### config.mk
export PLATFORM = sky130hd
export DESIGN_NAME = idx_decode
export DESIGN_NICKNAME = d
export VERILOG_FILES = /design/src/verilog/idx_decode_pkg.sv /design/src/verilog/idx_decode.sv
export SDC_FILE = /design/constraint.sdc
export NUM_CORES = 1
export LEC_CHECK = 0
export BUFFER_PORTS_ARGS = -buffer_cell sky130_fd_sc_hd__clkbuf_2
export CORE_ASPECT_RATIO = 1.1
export CORE_MARGIN = 5
export CORE_UTILIZATION = 46
export DETAILED_ROUTE_END_ITERATION = 16
export PLACE_DENSITY = 0.76
export SLEW_MARGIN = 20
export SYNTH_ARGS = -nofsm -noshare
export SYNTH_HDL_FRONTEND = slang
export SYNTH_SLANG_ARGS = --single-unit
### constraint.sdc
create_clock -name clk_i -period 2.95 [get_ports clk_i]
set_input_delay 0.59 -clock clk_i [delete_from_list [all_inputs] [get_ports clk_i]]
set_output_delay 0.59 -clock clk_i [all_outputs]
set_load 0.05 [all_outputs]
### src/verilog/idx_decode_pkg.sv
// Purpose: shared constants and carriers for the indexed offset operand decoder
// Assumes: 12-bit data address, 8-bit data
// Notes:   register offsets are word aligned byte addresses on the bus
`default_nettype none
package idx_decode_pkg;
    localparam int          ADDR_W          = 12;
    localparam logic [7:0]  INDEX_LIMIT     = 8'h5F;
    localparam logic [7:0]  FILL_VALUE      = 8'hFF;
    // opcode upper byte patterns
    localparam logic [7:0]  OPC_ADD_MASK    = 8'hFD;
    localparam logic [7:0]  OPC_ADD_VAL     = 8'h24;
    localparam logic [7:0]  OPC_BIT_MASK    = 8'hF1;
    localparam logic [7:0]  OPC_BIT_VAL     = 8'h80;
    localparam logic [7:0]  OPC_FILL_VAL    = 8'h68;
    localparam int          DEST_BIT        = 1;
    localparam int          BIT_SEL_LSB     = 1;
    // register offsets
    localparam logic [7:0]  CTRL_OFS        = 8'h00;
    localparam logic [7:0]  PTR_OFS         = 8'h04;
    localparam logic [7:0]  BANK_OFS        = 8'h08;
    localparam logic [7:0]  ACC_OFS         = 8'h0C;
    localparam logic [7:0]  STATUS_OFS      = 8'h10;
    // status field positions
    localparam int          FLAG_C          = 0;
    localparam int          FLAG_DC         = 1;
    localparam int          FLAG_Z          = 2;
    localparam int          FLAG_OV         = 3;
    localparam int          FLAG_N          = 4;
    // reset values
    localparam logic        EXT_RST         = 1'b0;
    localparam logic [11:0] PTR_RST         = 12'h000;
    localparam logic [3:0]  BANK_RST        = 4'h0;
    localparam logic [7:0]  ACC_RST         = 8'h00;
    localparam logic [4:0]  STATUS_RST      = 5'h00;

    typedef struct packed {
        logic        valid;
        logic [15:0] word;
    } instr_s;

    typedef struct packed {
        logic              req;
        logic              we;
        logic [ADDR_W-1:0] addr;
        logic [7:0]        wdata;
    } mem_req_s;
endpackage
`default_nettype wire
### src/verilog/idx_decode.sv
// Purpose: decode and execute of indexed add, bit set and fill on a data memory port
// Assumes: data memory answers reads combinationally; wishbone classic slave
// Notes:   one instruction per two clocks (read, then write)
// How it works
// - with the extension on, a low access-bank operand is an offset from the stack pointer register.
// - indexed add sums the accumulator and the byte at pointer plus k, k up to 95.
// - destination bit zero puts the sum in the accumulator, one writes it back to memory.
// - indexed add updates negative, overflow, carry, digit carry and zero flags.
// - indexed add is upper byte 0010 01d0 with the offset in the lower byte.
// - indexed bit set sets bit b of the byte at pointer plus k, upper byte 1000 bbb0, no flags.
// - indexed fill, upper byte 0110 1000, writes FFh at pointer plus k, no flags.
// - the extension config bit clear disables indexed addressing only; add, bit set and fill still execute on absolute addresses.
// - without indexing, select bit zero is the access bank and one is the bank register bank.
// - indexing needs extension on, select bit zero and operand at most 5Fh.
//
// Our own choices: the Wishbone register port and the register offsets.
`timescale 1ns/1ns
`default_nettype none
module idx_decode (
    input  wire logic                       clk_i,
    input  wire logic                       rst_i,
    input  wire idx_decode_pkg::instr_s     instr_i,
    output logic                            instr_ready_o,
    output var idx_decode_pkg::mem_req_s    mem_o,
    input  wire logic [7:0]                 mem_rdata_i,
    input  wire logic [7:0]                 wb_adr_i,
    input  wire logic [31:0]                wb_dat_i,
    output logic [31:0]                     wb_dat_o,
    input  wire logic                       wb_we_i,
    input  wire logic [3:0]                 wb_sel_i,
    input  wire logic                       wb_cyc_i,
    input  wire logic                       wb_stb_i,
    output logic                            wb_ack_o,
    output logic                            wb_err_o
);
    import idx_decode_pkg::*;

    typedef enum logic [0:0] {ST_FETCH, ST_WRITE} state_e;

    state_e              state_reg;
    logic                ext_reg;
    logic [ADDR_W-1:0]   ptr_reg;
    logic [3:0]          bank_reg;
    logic [7:0]          acc_reg;
    logic [4:0]          status_reg;
    logic [15:0]         op_reg;
    logic [ADDR_W-1:0]   addr_reg;
    logic [7:0]          wdata_reg;
    logic                wr_reg;
    logic                ack_reg;
    wire        wb_req  = wb_cyc_i && wb_stb_i && !ack_reg;
    wire        wb_wr   = wb_req && wb_we_i;
    wire        hit     = (wb_adr_i == CTRL_OFS) || (wb_adr_i == PTR_OFS) || (wb_adr_i == BANK_OFS)
                        || (wb_adr_i == ACC_OFS) || (wb_adr_i == STATUS_OFS);

    // ======== decode
    wire [7:0]  hi        = instr_i.word[15:8];
    wire [7:0]  lo        = instr_i.word[7:0];
    wire        is_add    = (hi & OPC_ADD_MASK) == OPC_ADD_VAL;
    // bit set and fill decode for either bank select
    wire [7:0]  hi_dir    = {hi[7:1], 1'b0};
    wire        is_bit    = (hi_dir & OPC_BIT_MASK) == OPC_BIT_VAL;
    wire        is_fill   = hi_dir == OPC_FILL_VAL;
    wire        acc_sel   = hi[0];
    wire        indexed   = ext_reg && !acc_sel && (lo <= INDEX_LIMIT);
    wire [ADDR_W-1:0] idx_addr = ptr_reg + {{(ADDR_W-8){1'b0}}, lo};
    wire [ADDR_W-1:0] abs_addr = acc_sel ? {bank_reg, lo}
                               : (lo[7] ? {4'hF, lo} : {4'h0, lo});
    wire [ADDR_W-1:0] eff_addr = indexed ? idx_addr : abs_addr;
    wire        accept    = instr_i.valid && (state_reg == ST_FETCH);

    // ======== execute
    wire [7:0]  rd        = mem_rdata_i;
    wire [8:0]  sum       = {1'b0, acc_reg} + {1'b0, rd};
    wire [4:0]  nib       = {1'b0, acc_reg[3:0]} + {1'b0, rd[3:0]};
    wire        ovf       = (acc_reg[7] == rd[7]) && (sum[7] != rd[7]);
    wire [2:0]  bsel      = op_reg[BIT_SEL_LSB+10:BIT_SEL_LSB+8];
    wire        op_add    = (op_reg[15:8] & OPC_ADD_MASK) == OPC_ADD_VAL;
    wire        op_bit    = ({op_reg[15:9], 1'b0} & OPC_BIT_MASK) == OPC_BIT_VAL;
    wire        dest_mem  = op_reg[DEST_BIT+8];
    wire [7:0]  bit_res   = rd | (8'h01 << bsel);
    wire [7:0]  exe_data  = op_add ? sum[7:0] : (op_bit ? bit_res : FILL_VALUE);
    wire        exe_wr    = !(op_add && !dest_mem);
    wire [4:0]  add_flags = {sum[7], ovf, sum[7:0] == 8'h00, nib[4], sum[8]};

    always_ff @(posedge clk_i) begin
        if (rst_i) begin
            state_reg <= ST_FETCH;
            op_reg    <= 16'h0000;
            addr_reg  <= '0;
            wdata_reg <= 8'h00;
            wr_reg    <= 1'b0;
            acc_reg   <= ACC_RST;
            status_reg <= STATUS_RST;
        end else begin
            wr_reg <= 1'b0;
            case (state_reg)
                ST_FETCH: begin
                    if (accept && (is_add || is_bit || is_fill)) begin
                        op_reg    <= instr_i.word;
                        addr_reg  <= eff_addr;
                        state_reg <= ST_WRITE;
                    end
                end
                ST_WRITE: begin
                    wdata_reg <= exe_data;
                    wr_reg    <= exe_wr;
                    if (op_add) begin
                        status_reg <= add_flags;
                        if (!dest_mem) begin
                            acc_reg <= sum[7:0];
                        end
                    end
                    state_reg <= ST_FETCH;
                end
                default: state_reg <= ST_FETCH;
            endcase
            if (wb_wr && wb_adr_i == ACC_OFS && wb_sel_i[0]) begin
                acc_reg <= wb_dat_i[7:0];
            end
            if (wb_wr && wb_adr_i == STATUS_OFS && wb_sel_i[0]) begin
                status_reg <= wb_dat_i[4:0];
            end
        end
    end

    assign instr_ready_o = state_reg == ST_FETCH;
    assign mem_o.req     = (state_reg == ST_WRITE) || wr_reg;
    assign mem_o.we      = wr_reg;
    assign mem_o.addr    = addr_reg;
    assign mem_o.wdata   = wdata_reg;

    // ======== wishbone slave
    logic [31:0] rd_mux;
    logic        err_reg;

    always_comb begin
        case (wb_adr_i)
            CTRL_OFS:   rd_mux = {31'h0, ext_reg};
            PTR_OFS:    rd_mux = {20'h0, ptr_reg};
            BANK_OFS:   rd_mux = {28'h0, bank_reg};
            ACC_OFS:    rd_mux = {24'h0, acc_reg};
            STATUS_OFS: rd_mux = {27'h0, status_reg};
            default:    rd_mux = 32'h0;
        endcase
    end

    always_ff @(posedge clk_i) begin
        if (rst_i) begin
            ext_reg  <= EXT_RST;
            ptr_reg  <= PTR_RST;
            bank_reg <= BANK_RST;
            ack_reg  <= 1'b0;
            err_reg  <= 1'b0;
            wb_dat_o <= 32'h0;
        end else begin
            ack_reg  <= wb_req && hit;
            err_reg  <= wb_req && !hit;
            wb_dat_o <= rd_mux;
            if (wb_wr && wb_sel_i[0]) begin
                if (wb_adr_i == CTRL_OFS) ext_reg <= wb_dat_i[0];
                if (wb_adr_i == BANK_OFS) bank_reg <= wb_dat_i[3:0];
                if (wb_adr_i == PTR_OFS)  ptr_reg[7:0] <= wb_dat_i[7:0];
            end
            if (wb_wr && wb_sel_i[1] && wb_adr_i == PTR_OFS) begin
                ptr_reg[11:8] <= wb_dat_i[11:8];
            end
        end
    end

    assign wb_ack_o = ack_reg;
    assign wb_err_o = err_reg;

    // ======== assertions
    AST_IDX_ADDR: assert property (@(posedge clk_i) disable iff (rst_i)
        accept && is_fill && ext_reg && !acc_sel && lo <= INDEX_LIMIT |=> mem_o.addr == $past(ptr_reg) + 12'($past(lo)))
        else $error("indexed address wrong");
    AST_NO_IDX_OFF: assert property (@(posedge clk_i) disable iff (rst_i)
        accept && is_fill && !ext_reg && !acc_sel |=> mem_o.addr == {{4{$past(lo[7])}}, $past(lo)})
        else $error("indexing while extension off");
    AST_BANK: assert property (@(posedge clk_i) disable iff (rst_i)
        accept && (is_bit || is_fill) && acc_sel |=> mem_o.addr[11:8] == $past(bank_reg))
        else $error("bank select not used");
    AST_HIGH_OP: assert property (@(posedge clk_i) disable iff (rst_i)
        accept && is_fill && !acc_sel && lo > INDEX_LIMIT |=> mem_o.addr == {{4{$past(lo[7])}}, $past(lo)})
        else $error("high operand indexed");
    AST_FILL: assert property (@(posedge clk_i) disable iff (rst_i)
        accept && is_fill |=> ##1 mem_o.we && mem_o.wdata == FILL_VALUE && $stable(status_reg))
        else $error("fill wrong");
    AST_ADD_W: assert property (@(posedge clk_i) disable iff (rst_i)
        state_reg == ST_WRITE && op_add && !dest_mem && !wb_wr |=> acc_reg == $past(sum[7:0]) && !mem_o.we)
        else $error("add to accumulator wrong");
    AST_ADD_M: assert property (@(posedge clk_i) disable iff (rst_i)
        state_reg == ST_WRITE && op_add && dest_mem |=> mem_o.we && mem_o.wdata == $past(sum[7:0]))
        else $error("add to memory wrong");
    AST_FLAGS: assert property (@(posedge clk_i) disable iff (rst_i)
        state_reg == ST_WRITE && op_add && !wb_wr |=> status_reg[FLAG_Z] == ($past(sum[7:0]) == 8'h00)
        && status_reg[FLAG_C] == $past(sum[8]))
        else $error("add flags wrong");
    AST_BIT: assert property (@(posedge clk_i) disable iff (rst_i)
        state_reg == ST_WRITE && op_bit |=> mem_o.wdata[$past(bsel)] && $stable(status_reg))
        else $error("bit set wrong");
    AST_PTR: assert property (@(posedge clk_i) disable iff (rst_i)
        accept && !wb_wr |=> $stable(ptr_reg))
        else $error("pointer changed");
    AST_DECODE: assert property (@(posedge clk_i) disable iff (rst_i)
        accept && !(is_add || is_bit || is_fill) |=> state_reg == ST_FETCH)
        else $error("unknown opcode taken");
endmodule // idx_decode
`default_nettype wire

==> results.ini <==
[clock_tree]
cts_buffer_depth=2
cts_buffers=9
cts-root-buf=clkbuf_8
holdBufCountCts=0
cts_sinks=74
clkSlewWorstSetupHoldPaths_ns=0.08
htreeDepth=3
post-cts-setup-buffers=0
cts_tree=done
post_cts_resize_count=0
worstSkewPairLatency_ns=0.35

[timing]
fin_worst_skew_ns=0.00671
finalHoldViolations=0
maxSlewHeadroom_pct=60.3
whs_ns=0.464
finalCritPeriodShare_pct=94.6
drv_slew=0
worstMarginPinSlew_ns=0.594
rsz0062_at_grt=false
fmax_ghz=0.358
period_minus_slack_ns=2.79
finalSetupTns_ns=0
setup_viol=0

[cells_and_area]
num_antenna_cells=0
n_fill_cell=810
nets=671
final_common_cell=clkbuf_2
stdcell_area_um2=4720
final_cell_mix=clkbuf_2 (88), dfxtp_1 (74), nor2_1 (60)
seq_area_um2=1480
multi_input_area_um2=2330
syn_to_final_growth_pct=16.8
layout-drive-gt1-share_pct=21.9

[power_and_ir_drop]
power.internal_w=0.00137
pwr-share-clk_pct=35.5
power_density_nw_per_um2=411
leakage_nw=2.04
sw_frac_of_total_pct=29.2
ir_worst_vdd_uv=197
comb_power_share_pct=12.2
seq_power_share_pct=52.3
p_sw_w=0.000566

[critical_path]
crit_slowest_cell=or4_1
max_stage_delay_ns=0.49
required_ns=3.21
crit_path_end_kind=register
worst-setup-path-type=register to register
crit_path_max_fanout=3
cp_cell_sequence=ha_1, fa_1, a211oi_2, nor2_1, xor2_1, or4_1, or4_1, o41ai_2
cp_common_cell=or4_1
startpoint_type=register
critPathArrivalTime_ns=3.05

[grt]
antenna_found_initial=0
grt_use_total_pct=19.9
grt_pass1_wl_mm=17.3
grt_start_max_net_pins=33
grt_pass1_vias=3612
grt-ovfl-total=0

[synth]
yosysUniqueCellTypes=54
seq_area_frac_synth_pct=36.7
synth_warnings=0
dominantRegCellSynth=dfxtp_1
async_flop_share_pct=0
postSynthAreaPerCell_um2=8.23
ys_ff_latch=74
syn-cell-area_um2=4040
synth_enable_flop_cells=0
synthCells=491

[floorplanning]
io_pins=131
num_rows=35
start_util_pct=47.6
die_x_um=99.4
dieHeight_um=108
core-area_um2=8500
die_area_um2=10800

[placement]
place_area_um2=4550
gp_congestion=0.946
dpl.hpwl_mm=8.49
port_buffers=88

[route]
drtIter0Drc=230
wl_per_cell_um=15.5
vias_per_cell=5.44
antenna_left=0
drtPass1Iterations=6
wl_mm=10.8
via_count=3780
drcViolationCount=0

[flow_run]
max_cap_violations=0

[status]
status=complete, no violations

[min_path]
min_path_type=register to register

==> layout make-up <==
type                       instances  area share [%]
sequential                        74            31.4
inverter                          13            1.03
multi-input combinational        378            49.4
timing repair buffer             103            11.7
clock buffer                       9            2.63
tap                              111            2.94
clock inverter                     7           0.928
==> power by group through the flow <==
stage	Combinational [W]	Clock [W]	Sequential [W]
finish	0.000237	0.000689	0.00101
global route	0.000255	0.000752	0.00101
CTS	0.000235	0.000701	0.00101
detailed placement	0.000234	0	0.00104
global placement	0.000230	0	0.00104
floorplan	0.000153	0	0.00106
==> critical path, delay by kind of cell (launching register included) <==
family | cells | cell delay (ns)
AOI/OAI and AO/OA | 2 | 0.48
and+or+nand+nor | 3 | 1.06
xor gates and xnor gates | 1 | 0.16
adders and majority gates | 2 | 0.65
DFF | 1 | 0.35
==> metal layers <==
layer	share of wire, %	global-route usage (%)	vias to the layer above	wire (um)
met4	2.0	7.22	0	218
met3	7.4	3.35	21	797
met1	43	25.2	1707	4610
met2	48	34.1	154	5170
met5	0	0	-	0
li1	-	-	1898	-
==> path summary, 6_finish.rpt <==
path / from / endpoint / slack (ns) / depth (start not counted)
worst max-delay path: acc_reg[0] / status_reg[2] / 0.16 / 8
worst min-delay path: wdata_reg[0] / wdata_reg[0] / 0.46 / 2
worst max register to register: acc_reg[0] / status_reg[2] / 0.16 / 8
worst min register to register: wdata_reg[0] / wdata_reg[0] / 0.46 / 2
==> Yosys cell counts (13+ instances only) <==
master / instances / area [um^2]
ha_1: 16 / 200
clkbuf_1: 17 / 63.8
o21ai_0: 29 / 145
mux2i_1: 22 / 220
nand3_1: 18 / 90.1
nand2_1: 42 / 158
a21oi_1: 42 / 210
buf_4: 21 / 158
nor2_1: 60 / 225
inv_1: 13 / 48.8
dfxtp_1: 74 / 1480
a211oi_1: 13 / 97.6
==> metrics by stage <==
step           cells  total power, W  util, %  setup WS [ns]
6_report         695         0.00194     55.5          0.160
5_1_grt          695         0.00202     55.5         0.0606
3_3_place_gp     679         0.00127     53.6        -0.0798
3_5_place_dp     679         0.00127     53.6         -0.133
4_1_cts          695         0.00195     55.5          0.161
2_1_floorplan    510         0.00121        -         0.0941
==> kinds of logic after synthesis <==
kind of cell    Yosys count  share of synthesized area [%]
compound gates          128                           20.2
xor+xnor                 11                           2.38
fa+ha+maj                18                           5.95
buf+inv                  58                           7.56
flops                    74                           36.7
mux                      24                           6.01
other cells               1                         0.0928
simple gates            177                           21.1
(Power assumes the default switching activity.)
